===== config.mk =====
export PLATFORM = sky130hd
export DESIGN_NAME = dshci_top
export DESIGN_NICKNAME = d
export VERILOG_FILES = /design/src/hw/dshci_pkg.sv /design/src/hw/dshci_flag_if.sv /design/src/hw/dshci_sticky_flag.sv /design/src/hw/dshci_top.sv
export SDC_FILE = /design/constraint.sdc
export NUM_CORES = 1
export LEC_CHECK = 0
export ABC_AREA = 1
export BUFFER_PORTS_ARGS = -buffer_cell sky130_fd_sc_hd__buf_2
export CORE_ASPECT_RATIO = 0.9
export CORE_UTILIZATION = 30
export CTS_CLUSTER_DIAMETER = 50
export DETAILED_ROUTE_END_ITERATION = 12
export GPL_TIMING_DRIVEN = 1
export SYNTH_ARGS = -nofsm -noshare
export SYNTH_HDL_FRONTEND = slang
export SYNTH_SLANG_ARGS = --single-unit

===== constraint.sdc =====
create_clock -name clk_sys_in -period 1.4 [get_ports clk_sys_in]
set_input_delay 0.14 -clock clk_sys_in [delete_from_list [all_inputs] [get_ports clk_sys_in]]
set_output_delay 0.14 -clock clk_sys_in [all_outputs]
set_load 0.02 [all_outputs]

===== src/hw/dshci_pkg.sv =====
// Constants and types shared by the disk synchronizer host interface
package dshci_pkg;

  // ****************************************************************
  // Word layout: bit 0 is the most significant of the 36-bit word
  // ****************************************************************
  localparam int DSHCI_WORD_W      = 36;
  localparam int DSHCI_NUM_FLAGS   = 10;
  // Initiation word fields
  localparam int INIT_DISK_LO      = 0;
  localparam int INIT_DISK_HI      = 1;
  localparam int INIT_TRACK_HUND   = 2;
  localparam int INIT_TRACK_LO     = 3;
  localparam int INIT_TRACK_HI     = 10;
  localparam int INIT_SEG_LO       = 11;
  localparam int INIT_SEG_HI       = 17;
  localparam int INIT_BIAS_LO      = 18;
  localparam int INIT_BIAS_HI      = 23;
  localparam int INIT_DPE_DIS      = 24;
  localparam int INIT_CPE_DIS      = 25;
  localparam int INIT_WRITE        = 26;
  localparam int INIT_CWA_LO       = 27;
  localparam int INIT_CWA_HI       = 34;
  localparam int INIT_EVEN_PAR     = 35;
  // Word-in readback fields
  localparam int WIN_BIAS_LO       = 18;
  localparam int WIN_BIAS_HI       = 23;
  localparam int WIN_SCSEL_LO      = 26;
  localparam int WIN_SCSEL_HI      = 27;
  localparam int WIN_SECT_LO       = 28;
  localparam int WIN_SECT_HI       = 35;
  // Conditions-out fields
  localparam int COUT_SCSEL_LO     = 18;
  localparam int COUT_SCSEL_HI     = 19;
  localparam int COUT_FLAG_LO      = 20;
  localparam int COUT_CW_STORE     = 30;
  localparam int COUT_STOP         = 31;
  localparam int COUT_DONE_CLR     = 32;
  localparam int COUT_PI_LO        = 33;
  localparam int COUT_PI_HI        = 35;
  // Conditions-in fields
  localparam int CIN_MAINT         = 5;
  localparam int CIN_PROT_MODE     = 6;
  localparam int CIN_BOUNDS_LO     = 7;
  localparam int CIN_BOUNDS_HI     = 17;
  localparam int CIN_XFER          = 18;
  localparam int CIN_SRCH_ERR      = 19;
  localparam int CIN_FLAG_LO       = 20;
  localparam int CIN_CW_COMP       = 30;
  localparam int CIN_BUSY          = 31;
  localparam int CIN_DONE          = 32;
  localparam int CIN_PI_LO         = 33;
  localparam int CIN_PI_HI         = 35;
  // Error flag indices (flag n sits at word bit 20 + n)
  localparam int FLG_DUP_UNIT      = 0;
  localparam int FLG_TRACK         = 1;
  localparam int FLG_DPE           = 4;
  localparam int FLG_CPE           = 5;

  // ****************************************************************
  // Reset values
  // ****************************************************************
  localparam logic [0:35] DSHCI_WORD_RST = 36'h000000000;
  localparam logic [0:1]  SCSEL_RST      = 2'h0;
  localparam logic [0:2]  PI_LEVEL_RST   = 3'h0;
  localparam logic [0:7]  CWA_RST        = 8'h00;

  // ****************************************************************
  // State machines
  // ****************************************************************
  typedef enum logic [2:0] {
    COUT_IDLE = 3'b001,
    COUT_CLR  = 3'b010,
    COUT_SET  = 3'b100
  } dshci_cout_e;

  typedef enum logic [3:0] {
    CHN_IDLE = 4'b0001,
    CHN_REQ  = 4'b0010,
    CHN_SEND = 4'b0100,
    CHN_RUN  = 4'b1000
  } dshci_chan_e;

endpackage


===== src/hw/dshci_flag_if.sv =====
// Set, clear and state of one sticky status flag
`timescale 1ns/1ps
interface dshci_flag_if;
  logic set;
  logic clr;
  logic q;
  modport owner (input set, input clr, output q);
  modport user  (output set, output clr, input q);
endinterface


===== src/hw/dshci_sticky_flag.sv =====
// One sticky flag where a set in the clear cycle wins
`timescale 1ns/1ps
module dshci_sticky_flag
  import dshci_pkg::*;
(
  // Clock and reset
  input  wire logic       clk_sys_in,
  input  wire logic       reset_n_in,
  // Flag
  dshci_flag_if.owner     flag
);

  logic q_reg;
  logic q_next;

  // Set wins so that an event in the clear cycle is kept
  assign q_next = flag.set | (q_reg & ~flag.clr);
  assign flag.q = q_reg;

  always_ff @(posedge clk_sys_in) begin
    if (!reset_n_in) begin
      q_reg <= 1'b0;
    end else begin
      q_reg <= q_next;
    end
  end

endmodule


===== src/hw/dshci_top.sv =====
// Host command and status interface of the disk synchronizer
`timescale 1ns/1ps

module dshci_top
  import dshci_pkg::*;
(
  // Clock and reset
  input  wire logic        clk_sys_in,
  input  wire logic        reset_n_in,
  // Processor I/O transfers
  input  wire logic        word_out_transfer_in,
  input  wire logic [0:35] word_out_data_in,
  input  wire logic        conditions_out_transfer_in,
  input  wire logic [18:35] conditions_out_data_in,
  input  wire logic        word_in_transfer_in,
  input  wire logic        conditions_in_transfer_in,
  output logic      [0:35] read_data_out,
  output logic             read_valid_out,
  output logic             interrupt_request_out,
  output logic      [0:2]  interrupt_priority_level_out,
  // Data channel
  output logic             chan_request_out,
  input  wire logic        chan_grant_in,
  input  wire logic        chan_active_in,
  output logic      [0:8]  chan_cw_addr_out,
  output logic             chan_cw_addr_valid_out,
  output logic             chan_cw_store_out,
  input  wire logic        chan_cw_store_done_in,
  output logic             chan_even_parity_out,
  input  wire logic        chan_cw_cycle_in,
  // Synchronizer core
  output logic      [0:1]  disk_unit_out,
  output logic             track_upper_out,
  output logic      [0:7]  track_bcd_out,
  output logic      [0:6]  segment_bcd_out,
  output logic      [0:5]  parity_bias_out,
  output logic             disk_parity_stop_disable_out,
  output logic             channel_parity_stop_disable_out,
  output logic             write_mode_out,
  output logic             busy_out,
  output logic             start_search_out,
  output logic             terminate_out,
  output logic      [0:1]  sector_unit_select_out,
  input  wire logic [0:7]  sector_count_in,
  input  wire logic        transfer_in_progress_in,
  input  wire logic        search_error_in,
  input  wire logic        operation_end_in,
  input  wire logic [0:9]  error_event_in,
  // Panel switches (asynchronous pins)
  input  wire logic        maintenance_area_only_in,
  input  wire logic        protect_compare_mode_in,
  input  wire logic [0:10] bounds_switch_value_in
);

  // ****************************************************************
  // Switch synchronisers
  // ****************************************************************
  logic [0:12] sw_meta_reg;
  logic [0:12] sw_sync_reg;

  always_ff @(posedge clk_sys_in) begin
    if (!reset_n_in) begin
      sw_meta_reg <= 13'h0000;
      sw_sync_reg <= 13'h0000;
    end else begin
      sw_meta_reg <= {maintenance_area_only_in, protect_compare_mode_in,
                      bounds_switch_value_in};
      sw_sync_reg <= sw_meta_reg;
    end
  end

  // ****************************************************************
  // Initiation word acceptance
  // ****************************************************************
  logic [0:35] init_reg;
  logic        busy_reg;
  logic        busy_next;
  logic        init_accept;
  logic        track_bad;
  logic        cout_stop;

  assign init_accept = word_out_transfer_in & ~busy_reg;

  // Non-BCD track digits raise the track select error at load time
  assign track_bad =
    (word_out_data_in[INIT_TRACK_LO:INIT_TRACK_LO+3] > 4'h9) |
    (word_out_data_in[INIT_TRACK_LO+4:INIT_TRACK_HI] > 4'h9);

  always_ff @(posedge clk_sys_in) begin
    if (!reset_n_in) begin
      init_reg <= DSHCI_WORD_RST;
    end else if (init_accept) begin
      init_reg <= word_out_data_in;
    end
  end

  assign busy_next = init_accept |
                     (busy_reg & ~cout_stop & ~operation_end_in);

  always_ff @(posedge clk_sys_in) begin
    if (!reset_n_in) begin
      busy_reg <= 1'b0;
    end else begin
      busy_reg <= busy_next;
    end
  end

  // ****************************************************************
  // Conditions-out sequencing: clear pulse, then set pulse
  // ****************************************************************
  dshci_cout_e cout_state_reg;
  dshci_cout_e cout_state_next;
  logic [18:35] cout_data_reg;
  logic        cout_clr;
  logic        cout_set;

  always_comb begin
    cout_state_next = cout_state_reg;
    unique case (cout_state_reg)
      COUT_IDLE: begin
        if (conditions_out_transfer_in) begin
          cout_state_next = COUT_CLR;
        end
      end
      COUT_CLR: cout_state_next = COUT_SET;
      COUT_SET: cout_state_next = COUT_IDLE;
    endcase
  end

  assign cout_clr = (cout_state_reg == COUT_CLR);
  assign cout_set = (cout_state_reg == COUT_SET);

  always_ff @(posedge clk_sys_in) begin
    if (!reset_n_in) begin
      cout_state_reg <= COUT_IDLE;
      cout_data_reg  <= 18'h00000;
    end else begin
      cout_state_reg <= cout_state_next;
      if (conditions_out_transfer_in && cout_state_reg == COUT_IDLE) begin
        cout_data_reg <= conditions_out_data_in;
      end
    end
  end

  assign cout_stop = cout_set & cout_data_reg[COUT_STOP];

  // ****************************************************************
  // Control registers loaded by conditions-out
  // ****************************************************************
  logic [0:1] scsel_reg;
  logic [0:2] pi_level_reg;

  always_ff @(posedge clk_sys_in) begin
    if (!reset_n_in || cout_clr) begin
      scsel_reg    <= SCSEL_RST;
      pi_level_reg <= PI_LEVEL_RST;
    end else if (cout_set) begin
      scsel_reg    <= cout_data_reg[COUT_SCSEL_LO:COUT_SCSEL_HI];
      pi_level_reg <= cout_data_reg[COUT_PI_LO:COUT_PI_HI];
    end
  end

  // ****************************************************************
  // Sticky error flags (word bits 20-29)
  // ****************************************************************
  logic [0:9] flag_q;
  logic [0:9] flag_set;

  always_comb begin
    flag_set = error_event_in;
    flag_set[FLG_TRACK] = error_event_in[FLG_TRACK] |
                          (init_accept & track_bad);
  end

  genvar gi;
  generate
    for (gi = 0; gi < DSHCI_NUM_FLAGS; gi++) begin : g_flag
      dshci_flag_if flag_bus ();
      // Each set bit clears its flag
      assign flag_bus.set = flag_set[gi];
      assign flag_bus.clr = cout_set & cout_data_reg[COUT_FLAG_LO + gi];
      assign flag_q[gi]   = flag_bus.q;
      dshci_sticky_flag u_flag (
        .clk_sys_in (clk_sys_in),
        .reset_n_in (reset_n_in),
        .flag       (flag_bus)
      );
    end
  endgenerate

  // ****************************************************************
  // Stop decisions, search error, done
  // ****************************************************************
  logic stop_event;
  logic srch_err_reg;
  logic done_reg;
  logic done_seen;
  logic cw_comp_reg;

  logic [0:9] stop_mask;

  // Parity stops may be disabled
  // Masking by index keeps other errors stopping when they coincide
  always_comb begin
    stop_mask          = 10'h3FF;
    stop_mask[FLG_DPE] = ~init_reg[INIT_DPE_DIS];
    stop_mask[FLG_CPE] = ~init_reg[INIT_CPE_DIS];
    stop_event         = (|(flag_set & stop_mask)) | search_error_in;
  end

  // Search error clears only when a new search is started
  always_ff @(posedge clk_sys_in) begin
    if (!reset_n_in) begin
      srch_err_reg <= 1'b0;
      done_reg     <= 1'b0;
    end else begin
      srch_err_reg <= search_error_in | (srch_err_reg & ~init_accept);
      // Done cleared by bit 32, set wins
      done_reg <= operation_end_in | (busy_reg & stop_event) |
                  (done_reg & ~(cout_set & cout_data_reg[COUT_DONE_CLR]));
    end
  end

  assign done_seen = done_reg & ~chan_active_in;

  // ****************************************************************
  // Data channel handshake
  // ****************************************************************
  dshci_chan_e chan_state_reg;
  dshci_chan_e chan_state_next;

  always_comb begin
    chan_state_next = chan_state_reg;
    unique case (chan_state_reg)
      CHN_IDLE: begin
        if (init_accept) begin
          chan_state_next = CHN_REQ;
        end
      end
      CHN_REQ: begin
        if (!busy_reg) begin
          chan_state_next = CHN_IDLE;
        end else if (chan_grant_in && !chan_active_in) begin
          chan_state_next = CHN_SEND;
        end
      end
      CHN_SEND: chan_state_next = CHN_RUN;
      CHN_RUN: begin
        if (!busy_reg) begin
          chan_state_next = CHN_IDLE;
        end
      end
    endcase
    // A start in the cycle busy falls must still request
    if (init_accept) begin
      chan_state_next = CHN_REQ;
    end
  end

  always_ff @(posedge clk_sys_in) begin
    if (!reset_n_in) begin
      chan_state_reg <= CHN_IDLE;
    end else begin
      chan_state_reg <= chan_state_next;
    end
  end

  // ****************************************************************
  // Control word store-back
  // ****************************************************************
  always_ff @(posedge clk_sys_in) begin
    if (!reset_n_in) begin
      chan_cw_store_out <= 1'b0;
      cw_comp_reg       <= 1'b0;
    end else begin
      chan_cw_store_out <= cout_set & cout_data_reg[COUT_CW_STORE];
      cw_comp_reg <= chan_cw_store_done_in |
                     (cw_comp_reg & ~(cout_set &
                                      cout_data_reg[COUT_CW_STORE]));
    end
  end

  // ****************************************************************
  // Registered outputs
  // ****************************************************************
  always_ff @(posedge clk_sys_in) begin
    if (!reset_n_in) begin
      chan_request_out       <= 1'b0;
      chan_cw_addr_out       <= 9'h000;
      chan_cw_addr_valid_out <= 1'b0;
      chan_even_parity_out   <= 1'b0;
      start_search_out       <= 1'b0;
      terminate_out          <= 1'b0;
      busy_out               <= 1'b0;
    end else begin
      chan_request_out <= (chan_state_next == CHN_REQ);
      chan_cw_addr_valid_out <= (chan_state_next == CHN_SEND);
      chan_cw_addr_out <= {init_reg[INIT_CWA_LO:INIT_CWA_HI], 1'b0};
      chan_even_parity_out <= init_reg[INIT_EVEN_PAR] & ~chan_cw_cycle_in;
      start_search_out <= (chan_state_next == CHN_RUN) &&
                          (chan_state_reg == CHN_SEND);
      terminate_out <= cout_stop | (busy_reg & stop_event);
      busy_out      <= busy_next;
    end
  end

  always_ff @(posedge clk_sys_in) begin
    if (!reset_n_in) begin
      disk_unit_out                   <= 2'h0;
      track_upper_out                 <= 1'b0;
      track_bcd_out                   <= 8'h00;
      segment_bcd_out                 <= 7'h00;
      parity_bias_out                 <= 6'h00;
      disk_parity_stop_disable_out    <= 1'b0;
      channel_parity_stop_disable_out <= 1'b0;
      write_mode_out                  <= 1'b0;
      sector_unit_select_out          <= SCSEL_RST;
    end else begin
      disk_unit_out   <= init_reg[INIT_DISK_LO:INIT_DISK_HI];
      track_upper_out <= init_reg[INIT_TRACK_HUND];
      track_bcd_out   <= init_reg[INIT_TRACK_LO:INIT_TRACK_HI];
      segment_bcd_out <= init_reg[INIT_SEG_LO:INIT_SEG_HI];
      parity_bias_out <= init_reg[INIT_BIAS_LO:INIT_BIAS_HI];
      disk_parity_stop_disable_out    <= init_reg[INIT_DPE_DIS];
      channel_parity_stop_disable_out <= init_reg[INIT_CPE_DIS];
      write_mode_out                  <= init_reg[INIT_WRITE];
      sector_unit_select_out          <= scsel_reg;
    end
  end

  // ****************************************************************
  // Read words and interrupt
  // ****************************************************************
  logic [0:35] word_in_value;
  logic [0:35] cond_in_value;

  always_comb begin
    word_in_value = DSHCI_WORD_RST;
    word_in_value[WIN_BIAS_LO:WIN_BIAS_HI]   =
      init_reg[INIT_BIAS_LO:INIT_BIAS_HI];
    word_in_value[WIN_SCSEL_LO:WIN_SCSEL_HI] = scsel_reg;
    word_in_value[WIN_SECT_LO:WIN_SECT_HI]   = sector_count_in;
  end

  always_comb begin
    cond_in_value = DSHCI_WORD_RST;
    cond_in_value[CIN_MAINT]     = sw_sync_reg[0];
    cond_in_value[CIN_PROT_MODE] = sw_sync_reg[1];
    cond_in_value[CIN_BOUNDS_LO:CIN_BOUNDS_HI] = sw_sync_reg[2:12];
    cond_in_value[CIN_XFER]      = transfer_in_progress_in;
    cond_in_value[CIN_SRCH_ERR]  = srch_err_reg;
    cond_in_value[CIN_FLAG_LO:CIN_FLAG_LO+9] = flag_q;
    cond_in_value[CIN_CW_COMP]   = cw_comp_reg;
    cond_in_value[CIN_BUSY]      = busy_reg;
    cond_in_value[CIN_DONE]      = done_seen;
    cond_in_value[CIN_PI_LO:CIN_PI_HI] = pi_level_reg;
  end

  always_ff @(posedge clk_sys_in) begin
    if (!reset_n_in) begin
      read_data_out                <= DSHCI_WORD_RST;
      read_valid_out               <= 1'b0;
      interrupt_request_out        <= 1'b0;
      interrupt_priority_level_out <= PI_LEVEL_RST;
    end else begin
      read_valid_out <= word_in_transfer_in | conditions_in_transfer_in;
      if (word_in_transfer_in) begin
        read_data_out <= word_in_value;
      end else if (conditions_in_transfer_in) begin
        read_data_out <= cond_in_value;
      end
      interrupt_request_out        <= done_seen & (|pi_level_reg);
      interrupt_priority_level_out <= pi_level_reg;
    end
  end

endmodule


==> run metrics, run 1 <==
worst r2r src busy_out; Final Cycle Share 88.6%; Area Overhead vs Synth 38.1%; Reg2Reg Capture Point init_reg[22]; critical path type flop to output pin; Data arrival, critical path 1.10 ns; count of H-tree levels built during CTS 4; clock transition at the registers of the reported paths 0.06 ns; count of distinct cell types in the synthesized netlist 32; HPWL Detailed 12.2 mm; result of the run finished clean; via count of the first global-routing pass 5229; Mapped Area 0.00646 mm2; via count of the routed design 5614; startpoint of the worst hold path conditions_out_data_in[21]; share of synthesized area occupied by flip-flops and latches 57.3%; Final TNS setup 0 ns; WHS Path Cells 3; number of remaining DRC errors 0; number of flip-flops in the largest register 36; total of flip-flops plus latches after synthesis 185; Total GRT Usage 15.8%; wire length of the first global-routing pass 26.9 mm; pin count of the biggest net entering global routing 77; grt ovf 0; starting density of the core 30.8%; per-instance average area after synthesis 7.96 um2; TritonCTS clock tree done; Final nets 1152; worst setup slack before clock tree synthesis 0.177 ns; unrepaired setup endpoints after global routing false; number of setup buffers added after CTS 0; number of warning messages in the yosys log 0; Leakage Power 4.61 nW; Die Span Y 141 um; critical path launch point busy_out; remaining antenna violation count 0; cell-internal power 8.99 mW; placeable core region 0.0210 mm2; antenna violations before repair 0; number of DRC markers after the initial detailed-route iteration 257; Max Root-Sink Buffers 2; Clock Root Buffer clkbuf_16; power density over cell area 1340 mW/mm2; worst setup skew after layout 0.00945 ns; CP Data Required Time 1.26 ns; combinational share of power 10.6%; non-filler cells in the finished layout 1353; Reg power frac 47.6%; worst reg2reg setup slack 0.19 ns; Boundary Pins 184; Setup violations, final 0; Die Span X 157 um; clock network power share 41.8%; clock buffer count from CTS 17; post-cts sizing count 0; final worst path period need 1.24 ns; quantity of hold-fixing buffers added after cts 68; die area 0.0221 mm2; Sink Count 185; sw frac 24.9%; timing-limited maximum frequency 806 MHz; maximum fanout along the worst path 4; cell depth of the worst flop-to-flop path 6; via/cell ratio 4.15; routed wire length per instance 12.6 um; Max VDD drop 0.754 mV; Final Hold Fails 0; layout cells sized above 1 23.4%; detailed-route wire length 17.1 mm; Switch Pwr 2.98 mW; placed cell count 1253; antenna fix cells 0; final worst slack 0.159 ns; last weighted congestion value of the routability-driven placer 0.771; number of standard-cell rows in the floorplan 50; maximum capacitance violations 0; Worst-Skew Late Latency 0.42 ns; category of the worst setup path launch point flop; hold endpoint cout_data_reg[21]; instance count of the mapped netlist 812; Tightest Hold Check Type input pin to flop; DRT Pass-1 Iters 6; Pins Over Slew Limit 0; number of buffer cells added on primary ports 177; endpoint kind of the worst setup timing path output pin
## kinds of logic (layout without fill, tap and decap cells)
kind of cell,Yosys count,count (layout),share of synthesized area (%)
DFF,185,185,57.3
AOI/OAI and AO/OA,127,127,10.3
buffers and inverters,174,424,11.5
other,1,6,0.0580
and+or+nand+nor,325,325,20.9
## area by class of cell
type / instances / area, um2
multi-input cells: 458 / 2030
fillers: 2182 / 12000
inverters: 130 / 492
repair buffers: 262 / 1720
flip-flops and latches: 185 / 3700
clock buffers: 20 / 447
well taps: 286 / 358
clock inverters: 12 / 165
## Yosys cell counts
master	number	area, um2
dfxtp_1	185	3700
nand2_1	182	683
inv_1	119	447
nor2_1	98	368
o21ai_0	67	335
a21oi_1	48	240
nand3_1	24	120
buf_2	20	100
buf_4	11	82.6
clkbuf_1	9	33.8
inv_2	9	33.8
nor3_1	5	25.0
o211ai_1	5	37.5
a31oi_1	3	18.8
nand2_2	3	18.8
nor2_4	3	33.8
a211oi_1	2	15.0
buf_6	2	22.5
nand3_2	2	20.0
nand4_1	2	12.5
nor2_2	2	12.5
a21oi_2	1	8.76
clkbuf_2	1	5.00
clkbuf_4	1	7.51
clkinv_2	1	5.00
conb_1	1	3.75
inv_4	1	6.26
nand2_4	1	11.3
nand2_8	1	20.0
nand4_2	1	12.5
nor3_2	1	10.0
o31ai_1	1	7.51
## worst max-delay path by stage
| stage | endpoint |
|---|---|
| final | busy_out |
| after detailed placement | init_reg[14] |
| after global placement | read_data_out[32] |
| after floorplan | chan_cw_addr_valid_out |
| after global routing | init_reg[22] |
| after CTS | busy_out |
## cells in the final DEF, fill, tap and decap left out, types with 16 or more instances in the layout
cell           Yosys  layout
nand2_1          182     182
nor2_1            98      98
clkbuf_16          0      17
buf_2             20     176
buf_4             11      16
inv_1            119     119
nand3_1           24      24
dfxtp_1          185     185
o21ai_0           67      67
a21oi_1           48      48
dlygate4sd3_1      0      68
## per-layer routing
metal	vias to the layer above	track usage [%]	share of wire [%]
met5	-	0	0
met4	0	5.31	1.3
met3	15	3.32	4.2
met2	128	25.2	46
met1	2525	21.3	48
li1	2946	-	-
## critical path, cell delays in order (launching register included)
cell     delay (ns)
dfxtp_1        0.34
buf_4          0.17
buf_2          0.18
## power groups by stage
| stage | clock, mW | sequential (mW) | combinational (mW) |
|---|---|---|---|
| finish | 5.01 | 5.70 | 1.27 |
| detailed placement | 0 | 5.82 | 1.13 |
| CTS | 5.17 | 5.70 | 1.28 |
| global placement | 0 | 5.81 | 1.12 |
| floorplan | 0 | 5.91 | 0.616 |
| global route | 5.37 | 5.73 | 1.43 |
## per-stage QoR
| stage | cell area [um2] | power [mW] | utilization (%) | hold WS (ns) |
|---|---|---|---|---|
| after detailed placement | 7630 | 6.95 | 36.4 | 0.306 |
| final | 8920 | 12.0 | 42.6 | 0.0106 |
| after floorplan | 6480 | 6.52 | - | 0.218 |
| after CTS | 8920 | 12.1 | 42.6 | 0.000436 |
| after global routing | 8920 | 12.5 | 42.6 | 0.00656 |
| after global placement | 7630 | 6.93 | 36.4 | 0.308 |
No activity file was read; power rests on OpenSTA's default activity.
==> run 2, diff against run 1 <==
RECOVER_POWER = 25   (was not set)
==> run 2 against run 1 <==
Cell area shrank 0.13%. Register-to-register slack is essentially flat. Global-route usage is the same. Routed wire length is essentially flat. Fmax grew 0.15%. Clock power is essentially flat. Critical path depth is the same. Non-clock buffer count is the same. First-iteration DRC count grew 1.9%. Sequential share of layout area grew 0.052 points. Power is essentially flat.
==> run metrics, run 2 (same netlist as run 1, synthesis figures left out) <==
result of the run finished clean; final worst path period need 1.24 ns; fill cell count 2185; Rel. slew slack 37.4%; via count of the first global-routing pass 5229; final worst slack 0.161 ns; clock buffer count from CTS 17; commonest cells after routing, fill and taps aside dfxtp_1 (185), nand2_1 (182), buf_2 (176); post-cts sizing count 0; most utilized layer in the global route result met2; Max Root-Sink Buffers 2; Worst Max-Slew Pin Slew 0.938 ns; antenna violations before repair 0; Final Hold Slack 0.0100 ns; TritonCTS clock tree done; Sink Count 185; Data arrival, critical path 1.10 ns; most common cell after layout, fill and taps aside dfxtp_1; number of DRC markers after the initial detailed-route iteration 262; placeable core region 0.0210 mm2; Reg2Reg Capture Point init_reg[3]; combinational share of power 10.6%; Die Span X 157 um; HPWL Detailed 12.2 mm; Reg power frac 47.6%; Boundary Pins 184; remaining antenna violation count 0; maximum capacitance violations 0; clock network power share 41.8%; Final nets 1152; Leakage Power 4.61 nW; WHS Path Cells 3; pin count of the biggest net entering global routing 77; category of the worst setup path launch point flop; startpoint of the worst hold path conditions_out_data_in[21]; met2 track utilization from global routing 25.2%; met3 Usage GRT 3.32%; number of cells on the critical path 2; Total GRT Usage 15.8%; met1 global-route usage 21.3%; grt ovf 0; Multi-input gate area 0.00203 mm2; timing-limited maximum frequency 807 MHz; Switch Pwr 2.98 mW; Placed Area 0.00763 mm2; worst path buffer plus inverter count 2; worst reg2reg setup slack 0.19 ns; worst setup skew after layout 0.00969 ns; via count of the routed design 5612; Die Span Y 141 um; crit-path leading delay family flip-flops; post-route core utilization 42.5%; sequential cell area in the final layout 0.00370 mm2; endpoint kind of the worst setup timing path output pin; antenna fix cells 0; starting density of the core 30.8%; cell depth of the worst flop-to-flop path 6; Final Cycle Share 88.5%; clock transition at the registers of the reported paths 0.06 ns; last weighted congestion value of the routability-driven placer 0.771; critical path type flop to output pin; total power consumption of the routed design 12.0 mW; worst setup slack before clock tree synthesis 0.177 ns; Tightest Hold Check Type input pin to flop; CP Data Required Time 1.26 ns; Area Overhead vs Synth 37.9%; number of flip-flops in the largest register 36; Pins Over Slew Limit 0; DRT Pass-1 Iters 4; cell chain of the critical path buf_4 > buf_2; routed wire length per instance 12.6 um; Final Hold Fails 0; power density over cell area 1340 mW/mm2; number of buffer cells added on primary ports 177; hold endpoint cout_data_reg[21]; layout cells sized above 1 23.2%; maximum fanout along the worst path 4; Setup violations, final 0; Max stage delay cell, worst path dfxtp_1; number of standard-cell rows in the floorplan 50; Max VDD drop 0.752 mV; detailed-route wire length 17.1 mm; placed cell count 1253; number of remaining DRC errors 0; unrepaired setup endpoints after global routing false; Clock Root Buffer clkbuf_16; worst r2r src busy_out; cell-internal power 8.99 mW; Non-Filler Cell Area, Final 0.00891 mm2; count of H-tree levels built during CTS 4; wire length of the first global-routing pass 26.9 mm; via/cell ratio 4.15; non-filler cells in the finished layout 1353; sw frac 24.9%; crit-path max cell delay 0.34 ns; Final TNS setup 0 ns; die area 0.0221 mm2; Worst-Skew Late Latency 0.42 ns
run 2: power groups by stage:
stage	Combinational, mW	Clock [mW]	Sequential, mW
3_5_place_dp	1.13	0	5.82
2_1_floorplan	0.616	0	5.91
5_1_grt	1.42	5.37	5.73
3_3_place_gp	1.12	0	5.81
4_1_cts	1.28	5.17	5.70
6_report	1.26	5.01	5.70
run 2: worst max-delay path by stage:
stage	from	slack [ns]	end
2_1_floorplan	busy_out	0.22	chan_cw_addr_valid_out
3_3_place_gp	word_in_transfer_in	0.21	read_data_out[32]
3_5_place_dp	busy_out	0.18	init_reg[14]
4_1_cts	busy_out	0.13	busy_out
5_1_grt	reset_n_in	0.04	read_data_out[6]
6_report	busy_out	0.16	busy_out
run 2: routing by layer:
metal | vias up | wire length, um
li1 | 2949 | -
met1 | 2516 | 8350
met2 | 128 | 7870
met3 | 19 | 607
met4 | 0 | 260
met5 | - | 0
run 2: layout make-up:
| type | instances | share of cell area, % |
|---|---|---|
| clock inverter | 12 | 1.85 |
| multi-input combinational | 458 | 22.8 |
| tap | 286 | 4.02 |
| clock buffer | 20 | 5.01 |
| timing repair buffer | 262 | 19.2 |
| inverter | 130 | 5.52 |
| sequential | 185 | 41.6 |
run 2: worst min-delay path: cells and delay by family:
kind	cells	cell delay, ns
AO/OA/AOI/OAI	2	0.17
buffers and inverters	1	0.07
run 2: what timing repair did:
item / CTS / global route
hold buffers: 68 / 0
endpoints found under the setup margin: 0 / 0
buffers inserted: 0 / 0
hold endpoints to repair: 68 / 0
